==> config.mk <==
export PLATFORM = sky130hd
export DESIGN_NAME = uart_status_regs
export DESIGN_NICKNAME = d
export VERILOG_FILES = /design/src/hw/uart_status_pkg.sv /design/src/hw/uart_status_regs.sv /design/src/hw/modem_level_sync.sv /design/src/hw/modem_change_flags.sv
export SDC_FILE = /design/constraint.sdc
export NUM_CORES = 1
export LEC_CHECK = 0
export BUFFER_PORTS_ARGS = -buffer_cell sky130_fd_sc_hd__buf_2
export CORE_ASPECT_RATIO = 1.5
export CORE_UTILIZATION = 47
export DETAILED_ROUTE_END_ITERATION = 12
export GPL_ROUTABILITY_DRIVEN = 0
export PLACE_DENSITY_LB_ADDON = 0.25
export SYNTH_ARGS = -nofsm -noshare
export SYNTH_HDL_FRONTEND = slang
export SYNTH_SLANG_ARGS = --single-unit
==> constraint.sdc <==
create_clock -name clk_sys_i -period 2.4 [get_ports clk_sys_i]
set_input_delay 0.24 -clock clk_sys_i [delete_from_list [all_inputs] [get_ports clk_sys_i]]
set_output_delay 0.24 -clock clk_sys_i [all_outputs]
set_load 0.01 [all_outputs]
==> src/hw/uart_status_pkg.sv <==
// Shared constants, register indices and bus carriers for the status block
package uart_status_pkg;

    // ========================================================
    // Register indices (byte address is four times the index)
    localparam logic [5:0] IDX_DIV_LOW = 6'h00;
    localparam logic [5:0] IDX_DIV_HIGH = 6'h01;
    localparam logic [5:0] IDX_LINE_CTRL = 6'h03;
    localparam logic [5:0] IDX_LINE_STATUS = 6'h05;
    localparam logic [5:0] IDX_MODEM_STATUS = 6'h06;
    localparam logic [5:0] IDX_SPECIAL_FUNC = 6'h07;
    localparam logic [5:0] IDX_RX_COUNT_SEL = 6'h15;
    localparam logic [5:0] IDX_TX_COUNT_SEL = 6'h16;

    localparam int ADDR_W = 8;

    // ========================================================
    // Field positions
    localparam int LC_DIV_LATCH = 7;
    localparam int LS_RX_AVAIL = 0;
    localparam int LS_OVERRUN = 1;
    localparam int LS_PARITY = 2;
    localparam int LS_FRAMING = 3;
    localparam int LS_BREAK = 4;
    localparam int LS_THR_EMPTY = 5;
    localparam int LS_TSR_EMPTY = 6;
    localparam int LS_FIFO_ERR = 7;
    localparam int MS_CTS = 0;
    localparam int MS_DSR = 1;
    localparam int MS_RI = 2;
    localparam int MS_DCD = 3;
    localparam int MS_LEVEL_LSB = 4;
    localparam int SF_FORCE_TX = 0;
    localparam int SF_AUTO_DSR_DTR = 1;
    localparam int SF_ENHANCED = 5;
    localparam int SF_RX_SEL = 6;
    localparam int SF_TX_SEL = 7;
    localparam logic [7:0] SF_WRITE_MASK = 8'he3;

    // ========================================================
    // Reset values and thresholds
    localparam logic [7:0] RST_BYTE = 8'h00;
    localparam logic [7:0] RX_NEAR_FULL = 8'h38;

    // ========================================================
    // AXI4-Lite response codes
    localparam logic [1:0] RESP_OKAY = 2'h0;
    localparam logic [1:0] RESP_SLVERR = 2'h2;

    // ========================================================
    // Carriers
    typedef struct packed {
        logic [ADDR_W-1:0] awaddr;
        logic awvalid;
        logic [31:0] wdata;
        logic [3:0] wstrb;
        logic wvalid;
        logic bready;
        logic [ADDR_W-1:0] araddr;
        logic arvalid;
        logic rready;
    } axil_req_t;

    typedef struct packed {
        logic awready;
        logic wready;
        logic [1:0] bresp;
        logic bvalid;
        logic arready;
        logic [31:0] rdata;
        logic [1:0] rresp;
        logic rvalid;
    } axil_rsp_t;

    typedef struct packed {
        logic overrun;
        logic parity_err;
        logic framing_err;
        logic break_det;
        logic thr_empty;
        logic tsr_empty;
        logic fifo_err;
    } line_events_t;

    // Modem lines in flag order: cts, dsr, ri, dcd at bits 0..3
    typedef logic [3:0] modem_lines_t;

endpackage

==> src/hw/uart_status_regs.sv <==
// Line status, modem status, special function and divisor registers
//
// Chosen here: the AXI4-Lite slave port.
`timescale 1ns/100ps
module uart_status_regs (
    input wire logic clk_sys_i,
    input wire logic arst_n_i,
    input wire uart_status_pkg::axil_req_t axil_req_i,
    output uart_status_pkg::axil_rsp_t axil_rsp_o,
    input wire logic [7:0] rx_fifo_fill_count_i,
    input wire logic [7:0] tx_fifo_fill_count_i,
    input wire logic [7:0] line_status_err_count_i,
    input wire logic [7:0] sample_clock_setting_i,
    input wire uart_status_pkg::line_events_t line_events_i,
    input wire logic cts_i,
    input wire logic dsr_i,
    input wire logic ri_i,
    input wire logic dcd_i,
    input wire logic dtr_manual_i,
    output logic [15:0] divisor_o,
    output logic [7:0] line_control_o,
    output logic force_tx_o,
    output logic auto_dsr_dtr_en_o,
    output logic enhanced_mode_o,
    output logic tx_allowed_o,
    output logic dtr_o
);
    // ========================================================
    // Storage
    logic [7:0] div_low_q;
    logic [7:0] div_high_q;
    logic [7:0] line_ctrl_q;
    logic [7:0] special_q;
    logic [7:0] line_status_q;
    logic [7:0] line_status_d;

    // ========================================================
    // Modem inputs
    uart_status_pkg::modem_lines_t modem_raw;
    uart_status_pkg::modem_lines_t modem_sync;
    uart_status_pkg::modem_lines_t modem_level;
    uart_status_pkg::modem_lines_t modem_flag;
    logic modem_clear;

    assign modem_raw = {dcd_i, ri_i, dsr_i, cts_i};

    modem_level_sync u_sync (
        .clk_sys_i(clk_sys_i),
        .arst_n_i(arst_n_i),
        .raw_i(modem_raw),
        .sync_o(modem_sync)
    );

    modem_change_flags u_flags (
        .clk_sys_i(clk_sys_i),
        .arst_n_i(arst_n_i),
        .sync_i(modem_sync),
        .clear_i(modem_clear),
        .level_o(modem_level),
        .flag_o(modem_flag)
    );

    wire [7:0] modem_status = {modem_level, modem_flag};

    // ========================================================
    // Line status snapshot, one cycle behind the datapath
    always_comb begin
        line_status_d = uart_status_pkg::RST_BYTE;
        line_status_d[uart_status_pkg::LS_RX_AVAIL] =
            (rx_fifo_fill_count_i != 8'h00);
        line_status_d[uart_status_pkg::LS_OVERRUN] =
            line_events_i.overrun;
        line_status_d[uart_status_pkg::LS_PARITY] =
            line_events_i.parity_err;
        line_status_d[uart_status_pkg::LS_FRAMING] =
            line_events_i.framing_err;
        line_status_d[uart_status_pkg::LS_BREAK] =
            line_events_i.break_det;
        line_status_d[uart_status_pkg::LS_THR_EMPTY] =
            line_events_i.thr_empty;
        line_status_d[uart_status_pkg::LS_TSR_EMPTY] =
            line_events_i.tsr_empty;
        line_status_d[uart_status_pkg::LS_FIFO_ERR] =
            line_events_i.fifo_err;
    end

    // ========================================================
    // AXI4-Lite write channel
    logic aw_held_q;
    logic w_held_q;
    logic [5:0] aw_idx_q;
    logic [7:0] w_byte_q;
    logic w_lane0_q;
    logic bvalid_q;
    logic [1:0] bresp_q;

    wire aw_take = axil_req_i.awvalid & ~aw_held_q & ~bvalid_q;
    wire w_take = axil_req_i.wvalid & ~w_held_q & ~bvalid_q;
    wire wr_fire = aw_held_q & w_held_q & ~bvalid_q;
    wire b_done = bvalid_q & axil_req_i.bready;

    wire dlab = line_ctrl_q[uart_status_pkg::LC_DIV_LATCH];

    wire wr_div_low = (aw_idx_q == uart_status_pkg::IDX_DIV_LOW) & dlab;
    wire wr_div_high = (aw_idx_q == uart_status_pkg::IDX_DIV_HIGH) & dlab;
    wire wr_line_ctrl = (aw_idx_q == uart_status_pkg::IDX_LINE_CTRL);
    wire wr_special = (aw_idx_q == uart_status_pkg::IDX_SPECIAL_FUNC);
    // Read-only status offsets, and the divisor offsets with the latch off, accept the write but store nothing
    wire wr_readonly = (aw_idx_q == uart_status_pkg::IDX_LINE_STATUS) |
        (aw_idx_q == uart_status_pkg::IDX_MODEM_STATUS) |
        (aw_idx_q == uart_status_pkg::IDX_RX_COUNT_SEL) |
        (aw_idx_q == uart_status_pkg::IDX_TX_COUNT_SEL) |
        (aw_idx_q == uart_status_pkg::IDX_DIV_LOW) |
        (aw_idx_q == uart_status_pkg::IDX_DIV_HIGH);
    wire wr_mapped = wr_div_low | wr_div_high | wr_line_ctrl |
        wr_special | wr_readonly;
    wire wr_commit = wr_fire & w_lane0_q;

    always_ff @(posedge clk_sys_i or negedge arst_n_i) begin
        if (!arst_n_i) begin
            aw_held_q <= 1'b0;
            aw_idx_q <= 6'h00;
        end else if (aw_take) begin
            aw_held_q <= 1'b1;
            aw_idx_q <= axil_req_i.awaddr[uart_status_pkg::ADDR_W-1:2];
        end else if (wr_fire) begin
            aw_held_q <= 1'b0;
        end
    end

    always_ff @(posedge clk_sys_i or negedge arst_n_i) begin
        if (!arst_n_i) begin
            w_held_q <= 1'b0;
            w_byte_q <= uart_status_pkg::RST_BYTE;
            w_lane0_q <= 1'b0;
        end else if (w_take) begin
            w_held_q <= 1'b1;
            w_byte_q <= axil_req_i.wdata[7:0];
            w_lane0_q <= axil_req_i.wstrb[0];
        end else if (wr_fire) begin
            w_held_q <= 1'b0;
        end
    end

    always_ff @(posedge clk_sys_i or negedge arst_n_i) begin
        if (!arst_n_i) begin
            bvalid_q <= 1'b0;
            bresp_q <= uart_status_pkg::RESP_OKAY;
        end else if (wr_fire) begin
            bvalid_q <= 1'b1;
            bresp_q <= wr_mapped ? uart_status_pkg::RESP_OKAY :
                uart_status_pkg::RESP_SLVERR;
        end else if (b_done) begin
            bvalid_q <= 1'b0;
        end
    end

    // ========================================================
    // Writable registers
    always_ff @(posedge clk_sys_i or negedge arst_n_i) begin
        if (!arst_n_i) begin
            div_low_q <= uart_status_pkg::RST_BYTE;
            div_high_q <= uart_status_pkg::RST_BYTE;
            line_ctrl_q <= uart_status_pkg::RST_BYTE;
            special_q <= uart_status_pkg::RST_BYTE;
        end else if (wr_commit) begin
            if (wr_div_low) begin
                div_low_q <= w_byte_q;
            end
            if (wr_div_high) begin
                div_high_q <= w_byte_q;
            end
            if (wr_line_ctrl) begin
                line_ctrl_q <= w_byte_q;
            end
            if (wr_special) begin
                special_q <= w_byte_q &
                    uart_status_pkg::SF_WRITE_MASK;
            end
        end
    end

    always_ff @(posedge clk_sys_i or negedge arst_n_i) begin
        if (!arst_n_i) begin
            line_status_q <= uart_status_pkg::RST_BYTE;
        end else begin
            line_status_q <= line_status_d;
        end
    end

    // ========================================================
    // AXI4-Lite read channel
    logic rvalid_q;
    logic [7:0] rdata_q;
    logic [1:0] rresp_q;

    wire ar_take = axil_req_i.arvalid & ~rvalid_q;
    wire [5:0] ar_idx = axil_req_i.araddr[uart_status_pkg::ADDR_W-1:2];

    wire rd_div_low = (ar_idx == uart_status_pkg::IDX_DIV_LOW) & dlab;
    wire rd_div_high = (ar_idx == uart_status_pkg::IDX_DIV_HIGH) & dlab;
    // Data and interrupt registers live elsewhere; read as zero here
    wire rd_data_slot = ((ar_idx == uart_status_pkg::IDX_DIV_LOW) |
        (ar_idx == uart_status_pkg::IDX_DIV_HIGH)) & ~dlab;
    wire rd_line_ctrl = (ar_idx == uart_status_pkg::IDX_LINE_CTRL);
    wire rd_line_status = (ar_idx == uart_status_pkg::IDX_LINE_STATUS);
    wire rd_modem = (ar_idx == uart_status_pkg::IDX_MODEM_STATUS);
    wire rd_special = (ar_idx == uart_status_pkg::IDX_SPECIAL_FUNC);
    wire rd_rx_sel = (ar_idx == uart_status_pkg::IDX_RX_COUNT_SEL);
    wire rd_tx_sel = (ar_idx == uart_status_pkg::IDX_TX_COUNT_SEL);
    wire rd_mapped = rd_div_low | rd_div_high | rd_data_slot |
        rd_line_ctrl | rd_line_status | rd_modem | rd_special |
        rd_rx_sel | rd_tx_sel;

    wire [7:0] rx_sel_val = special_q[uart_status_pkg::SF_RX_SEL] ?
        line_status_err_count_i : rx_fifo_fill_count_i;
    wire [7:0] tx_sel_val = special_q[uart_status_pkg::SF_TX_SEL] ?
        tx_fifo_fill_count_i : sample_clock_setting_i;

    wire [7:0] rd_byte =
        ({8{rd_div_low}} & div_low_q) |
        ({8{rd_div_high}} & div_high_q) |
        ({8{rd_line_ctrl}} & line_ctrl_q) |
        ({8{rd_line_status}} & line_status_q) |
        ({8{rd_modem}} & modem_status) |
        ({8{rd_special}} & special_q) |
        ({8{rd_rx_sel}} & rx_sel_val) |
        ({8{rd_tx_sel}} & tx_sel_val);

    // Flags clear in the cycle the read is taken, same cycle as capture
    assign modem_clear = ar_take & rd_modem;

    always_ff @(posedge clk_sys_i or negedge arst_n_i) begin
        if (!arst_n_i) begin
            rvalid_q <= 1'b0;
            rdata_q <= uart_status_pkg::RST_BYTE;
            rresp_q <= uart_status_pkg::RESP_OKAY;
        end else if (ar_take) begin
            rvalid_q <= 1'b1;
            rdata_q <= rd_byte;
            rresp_q <= rd_mapped ? uart_status_pkg::RESP_OKAY :
                uart_status_pkg::RESP_SLVERR;
        end else if (axil_req_i.rready) begin
            rvalid_q <= 1'b0;
        end
    end

    // ========================================================
    // Bus outputs
    assign axil_rsp_o.awready = ~aw_held_q & ~bvalid_q;
    assign axil_rsp_o.wready = ~w_held_q & ~bvalid_q;
    assign axil_rsp_o.bvalid = bvalid_q;
    assign axil_rsp_o.bresp = bresp_q;
    assign axil_rsp_o.arready = ~rvalid_q;
    assign axil_rsp_o.rvalid = rvalid_q;
    assign axil_rsp_o.rdata = {24'h000000, rdata_q};
    assign axil_rsp_o.rresp = rresp_q;

    // ========================================================
    // Controls toward the channel datapath
    assign divisor_o = {div_high_q, div_low_q};
    assign line_control_o = line_ctrl_q;
    assign force_tx_o = special_q[uart_status_pkg::SF_FORCE_TX];
    assign auto_dsr_dtr_en_o = special_q[uart_status_pkg::SF_AUTO_DSR_DTR];
    assign enhanced_mode_o = special_q[uart_status_pkg::SF_ENHANCED];

    // Forcing overrides any flow control hold on the transmitter
    assign tx_allowed_o = force_tx_o | ~auto_dsr_dtr_en_o |
        modem_level[uart_status_pkg::MS_DSR];
    // Receiver backs off the far end as its FIFO nears full
    assign dtr_o = auto_dsr_dtr_en_o ?
        (rx_fifo_fill_count_i < uart_status_pkg::RX_NEAR_FULL) :
        dtr_manual_i;

endmodule

==> src/hw/modem_level_sync.sv <==
// Two-stage synchroniser for the four modem input lines
`timescale 1ns/100ps
module modem_level_sync (
    input wire logic clk_sys_i,
    input wire logic arst_n_i,
    input wire uart_status_pkg::modem_lines_t raw_i,
    output uart_status_pkg::modem_lines_t sync_o
);
    // ========================================================
    // Synchroniser chain
    genvar g;
    generate
        for (g = 0; g < 4; g++) begin : g_sync
            logic meta_q;
            logic stable_q;
            always_ff @(posedge clk_sys_i or negedge arst_n_i) begin
                if (!arst_n_i) begin
                    meta_q <= 1'b0;
                    stable_q <= 1'b0;
                end else begin
                    meta_q <= raw_i[g];
                    stable_q <= meta_q;
                end
            end
            assign sync_o[g] = stable_q;
        end
    endgenerate
endmodule

==> src/hw/modem_change_flags.sv <==
// Present levels and sticky change flags for the modem inputs
`timescale 1ns/100ps
module modem_change_flags (
    input wire logic clk_sys_i,
    input wire logic arst_n_i,
    input wire uart_status_pkg::modem_lines_t sync_i,
    input wire logic clear_i,
    output uart_status_pkg::modem_lines_t level_o,
    output uart_status_pkg::modem_lines_t flag_o
);
    // ========================================================
    // Per-line change detection
    genvar g;
    generate
        for (g = 0; g < 4; g++) begin : g_line
            logic level_q;
            logic flag_q;
            logic flag_d;
            logic hit;
            // Ring indicator only counts a rising edge
            if (g == uart_status_pkg::MS_RI) begin : g_rise
                assign hit = sync_i[g] & ~level_q;
            end else begin : g_any
                assign hit = sync_i[g] ^ level_q;
            end
            // A change seen during the clearing read stays flagged
            assign flag_d = (flag_q & ~clear_i) | hit;
            always_ff @(posedge clk_sys_i or negedge arst_n_i) begin
                if (!arst_n_i) begin
                    level_q <= 1'b0;
                    flag_q <= 1'b0;
                end else begin
                    level_q <= sync_i[g];
                    flag_q <= flag_d;
                end
            end
            assign level_o[g] = level_q;
            assign flag_o[g] = flag_q;
        end
    endgenerate
endmodule

# After elaboration in Yosys (flattened, before gate mapping)
# Index checks and enable logic that the tools add are counted.
dict set report totals {
  mem_bits_ro 0
  output_inout_bits 70
  memories 0
  elab_cells 141
  reg_bits 84
  inputBits 103
  latchBits 0
  mem_bits_rw 0
}
dict set report classes {
  muxes 12
  eq_ne 14
  bitwise_logic 72
  div 0
  order_cmp 1
  shifts 0
  n_mul 0
  n_reduce_logical 11
  n_addsub 0
}
# cell count
set ops {}
lappend ops {{$and 8x8->8} 8}
lappend ops {{$or 8x8->8} 7}
lappend ops {{$eq 6x3->1 const B} 6}
lappend ops {{$eq 6x5->1 const B} 4}
lappend ops {{$or 1x1->1} 24}
lappend ops {{$and 1x1->1} 22}
lappend ops {{$mux 8} 2}
lappend ops {{$eq 6x1->1 const B} 2}
lappend ops {{$eq 6x2->1 const B} 2}
lappend ops {{$logic_not 6->1} 2}
lappend ops {{$lt 8x6->1 const B} 1}
lappend ops {{$mux 1} 8}
lappend ops {{$not 1->1} 8}
lappend ops {{$reduce_and 2->1} 4}
lappend ops {{$reduce_bool 2->1} 4}
lappend ops {{$reduce_bool 8->1} 1}
lappend ops {{$mux 2} 2}
lappend ops {{$xor 1x1->1} 3}

# Longest topological paths before layout
dict set report logic_depth {
  word_depth 11
  mapped_depth 7
}

# By module
# Synthesis repeated with hierarchy kept, for this count alone.
dict set report hier_totals {
  hier_cells 329
  area_unflattened_um2 3993.8
}
# module cells_per_inst instances area_per_inst_um2
set modules_own_cells {}
lappend modules_own_cells {uart_status_regs 289 1 3437.0}
lappend modules_own_cells {modem_change_flags 28 1 326.6}
lappend modules_own_cells {modem_level_sync 12 1 230.2}

# Worst setup path after synthesis
# Ideal clock, no wire load.
dict set report synth_timing {
  path_type {reg-to-reg}
  startpoint {reg bvalid_q}
  endpoint {reg div_high_q[0]}
  period_less_slack_ps 1794
  required_ps 2275
  arrival_time_ps 1669
  stages_incl_launch_ff 6
  slack_ps 606
  path_buffers 1
  path_cell_list {dfrtp_1 and3b_1 buf_6 nand4_4 nor4b_4 mux2_2}
}
dict set report synth_between {
  elab_chain_cells 4
}
# element line
set synth_lines {}
lappend synth_lines {{from (decl)} uart_status_regs.sv:94} ;# logic bvalid_q;
lappend synth_lines {{from (signal assigned)} uart_status_regs.sv:147} ;# bvalid_q <= 1'b0;
lappend synth_lines {{from (signal assigned)} uart_status_regs.sv:150} ;# bvalid_q <= 1'b1;
lappend synth_lines {{from (signal assigned)} uart_status_regs.sv:154} ;# bvalid_q <= 1'b0;
lappend synth_lines {{$not 1->1} uart_status_regs.sv:99} ;# wire wr_fire = aw_held_q & w_held_q & ~bvalid_q;
lappend synth_lines {{$and 1x1->1} uart_status_regs.sv:99}
lappend synth_lines {{$and 1x1->1} uart_status_regs.sv:117} ;# wire wr_commit = wr_fire & w_lane0_q;
lappend synth_lines {{$reduce_and 2->1 (no line)} --}
lappend synth_lines {{to (signal assigned)} uart_status_regs.sv:163} ;# div_high_q <= uart_status_pkg::RST_BYTE;
lappend synth_lines {{to (signal assigned)} uart_status_regs.sv:171} ;# div_high_q <= w_byte_q;
lappend synth_lines {{to (decl)} uart_status_regs.sv:31} ;# logic [7:0] div_high_q;
# No other way between the ends.
# A chain may end at the register's enable or synchronous reset.

# Worst setup path after layout
dict set report layout_timing {
  startpoint {reg bvalid_q}
  endpoint {reg line_ctrl_q[2] (netlist: line_control_o[2])}
}
dict set report layout_between {
  elab_chain_cells 4
}
# element line
set layout_lines {}
lappend layout_lines {{$not 1->1} uart_status_regs.sv:99}
lappend layout_lines {{$and 1x1->1} uart_status_regs.sv:99}
lappend layout_lines {{$and 1x1->1} uart_status_regs.sv:117}
lappend layout_lines {{$reduce_and 2->1 (no line)} --}
lappend layout_lines {{to (signal assigned)} uart_status_regs.sv:164} ;# line_ctrl_q <= uart_status_pkg::RST_BYTE;
lappend layout_lines {{to (signal assigned)} uart_status_regs.sv:174} ;# line_ctrl_q <= w_byte_q;
lappend layout_lines {{to (decl)} uart_status_regs.sv:32} ;# logic [7:0] line_ctrl_q;
# No other way between the ends.

==> results.md <==
- Max cap viols: 0
- First-pass GRT wire length: 14.6 mm
- Power Dens Cells: 876 nW/um2
- Net Sw Frac: 31.7%
- Worst setup SP type: flop
- Clk buf depth: 2
- HPWL Detailed: 6.98 mm
- Root Driver: clkbuf_16
- Slew @ Worst Pin: 0.649 ns
- Design area: 4860 um2
- Worst hold start: dcd_i
- Final clock skew: 0.00794 ns
- Worst Path Required: 2.62 ns
- # port buffers: 115
- Routed WL per cell: 16.3 um
- Tightest Hold Check Type: input port to flop
- Vias in the first global route: 2927
- Commonest non-fill, non-tap cell in the layout: buf_2
- ANT nets after route: 0
- CTS tree: done
- Min cycle time layout: 1.84 ns
- Fin. Hold Viols: 0
- Crit-path cells: and3b_1 -> nand4_4 -> nor3b_4 -> mux2_2
- Critical R2R Launch: bvalid_q
- CP delay by family, top: simple AND/OR/NAND/NOR gates
- Period utilization: 76.8%
- Share of power burned in combinational logic: 22.9%
- Crit path largest cell delay: 0.46 ns
- Clock transition at the registers of the reported paths: 0.06 ns
- Drt pass-1 iters: 4
- Antenna violations before repair: 0
- Worst setup EP type: flop
- Kind of critical path: flop to flop
- Most frequent cells in the layout: buf_2 (114), dfrtp_1 (82), mux2_2 (46)
- Mapped cell area: 3890 um2
- Iter 0 DRT Violations: 177
- Area growth syn-to-layout: 24.9%
- Chip width: 76.3 um
- Cts bufs inserted: 9
- Final Max Tran Viols: 0
- Avg Inst Size Synth: 12.0 um2
- # clock sinks: 82
- NumNets Final: 553
- Buf/Inv on CP: 0
- Netlist cell types: 43
- Net load switching power: 1.35 mW
- Core area: 8010 um2
- Int Pwr: 2.91 mW
- Crit path arrival time: 2.07 ns
- Cells after Synth: 323
- Crit path max fanout: 8
- Initial core utilization: 48.6%
- Highest clock rate: 542 MHz
- Post-CTS Resized: 0
- Setup TNS Final: 0 ns
- Area after DPL: 4500 um2
- Worst VDD drop: 869 uV
- Synth Register Bits: 82
- Worst-Skew Late Latency: 0.34 ns
- Vias per cell: 5.28
- DRT Wirelength: 9.15 mm
- N_diodes: 0
- RSZ-0062 raised after global routing: no
- Yosys warnings: 0
- H-tree Lvls: 3
- Layout cells sized above 1: 42.0%
- Largest net degree at the start of global routing: 48
- Die Footprint: 8650 um2
- Post CTS Setup Buffer Count: 0
- Leak pwr: 2.34 nW
- Power share of the sequential group: 47.4%
- CP startpoint: bvalid_q
- Die Span Y: 113 um
- Clock network power share: 29.7%
- Final setup fails: 0
- GRT Total Usage: 22.4%
- I/O pin count: 173
- Number of remaining DRC errors: 0
- Vias: 2956
- Sequential area share after synthesis: 52.7%
- Status: completed
- Critical path's slowest cell: nor3b_4
- Total global routing overflow: 0
- Rel. slew slack: 56.4%
- Site Rows: 40
## synth_stat cells, drive strengths merged
cell type	count	area share [%]
a211o	1	0.23
nand4	5	1.2
mux2	46	13
nor4bb	2	0.51
o2111ai	3	0.68
a21oi	3	0.39
o32ai	1	0.23
nor3	1	0.13
nand3	23	3.0
nand2b	2	0.32
dfrtp	82	53
o21bai	3	0.58
nor2	12	1.2
a211oi	1	0.19
and3b	1	0.23
a31oi	1	0.16
o221ai	1	0.23
nand2	15	1.4
nor2b	4	0.64
o2bb2ai	7	1.6
and2	3	0.48
inv	6	0.58
nor4	3	0.48
o211ai	3	0.58
xnor2	3	0.68
o32a	8	2.1
nand3b	2	0.39
mux2i	20	5.1
nor3b	2	0.68
buf	32	6.1
conb	1	0.096
o22ai	1	0.16
a311oi	1	0.23
nor4b	3	1.1
clkbuf	11	1.1
o21ai	9	1.2
xor2	1	0.23
## final timing paths
path,cells after the start,slack [ns],to
setup / recovery,4,0.56,line_control_o[2]
hold / removal,1,0.01,u_sync.g_sync[3].meta_q
setup reg to reg,4,0.56,line_control_o[2]
hold reg to reg,0,0.35,u_sync.g_sync[3].stable_q
max in group asynchronous,3,1.27,u_sync.g_sync[2].stable_q
min in group asynchronous,2,0.45,rdata_q[1]
## cell type report
class	count	area (um2)
inverters	6	22.5
flip-flops and latches	82	2050
fillers	707	3150
clock inverters	7	53.8
repair buffers	134	741
multi-input cells	217	1630
clock buffers	9	225
well taps	105	131
## logic make-up after synthesis
group                  after synthesis  synth area share, %
buffers and inverters               49                 7.72
other                                1               0.0964
XOR/XNOR                             4                0.900
AND/OR/NAND/NOR                     78                 11.7
multiplexers                        66                 18.5
flip-flops                          82                 52.7
AO/OA/AOI/OAI                       43                 8.42
## what timing repair did
action,4_1_cts,5_1_grt
hold endpoints to repair,49,3
hold buffers,5,3
setup endpoints to repair,0,0
## state kept, by name, indices dropped and copies added (netlist names), 5 cells and up
register,count
div_high_q,8
div_low_q,8
line_control_o,8
line_status_q,8
rdata_q,8
w_byte_q,8
aw_idx_q,6
special_q,5
## power groups by stage
stage	clock, mW	sequential, mW	combinational (mW)
final	1.26	2.02	0.977
after global placement	0	2.02	0.948
after detailed placement	0	2.04	0.976
after floorplan	0	1.94	0.701
after global routing	1.35	2.07	1.07
after CTS	1.29	2.01	0.985
## through the flow
stage	setup WS (ns)	instances	utilization (%)	hold WS (ns)	total power, mW
CTS	0.549	557	60.3	0.000591	4.29
global route	0.459	560	60.7	0.00121	4.48
finish	0.556	560	60.7	0.0125	4.26
floorplan	0.606	348	-	-0.0556	2.64
detailed placement	0.542	536	56.2	0.285	3.01
global placement	0.570	536	56.2	0.280	2.97
## routing by layer
layer / global-route usage (%) / part of all wire [%]
met1: 26.6 / 40
met2: 38.3 / 52
met3: 5.28 / 4.9
met4: 10.9 / 2.7
met5: 0 / 0
Power figures use the tool's default switching activity.
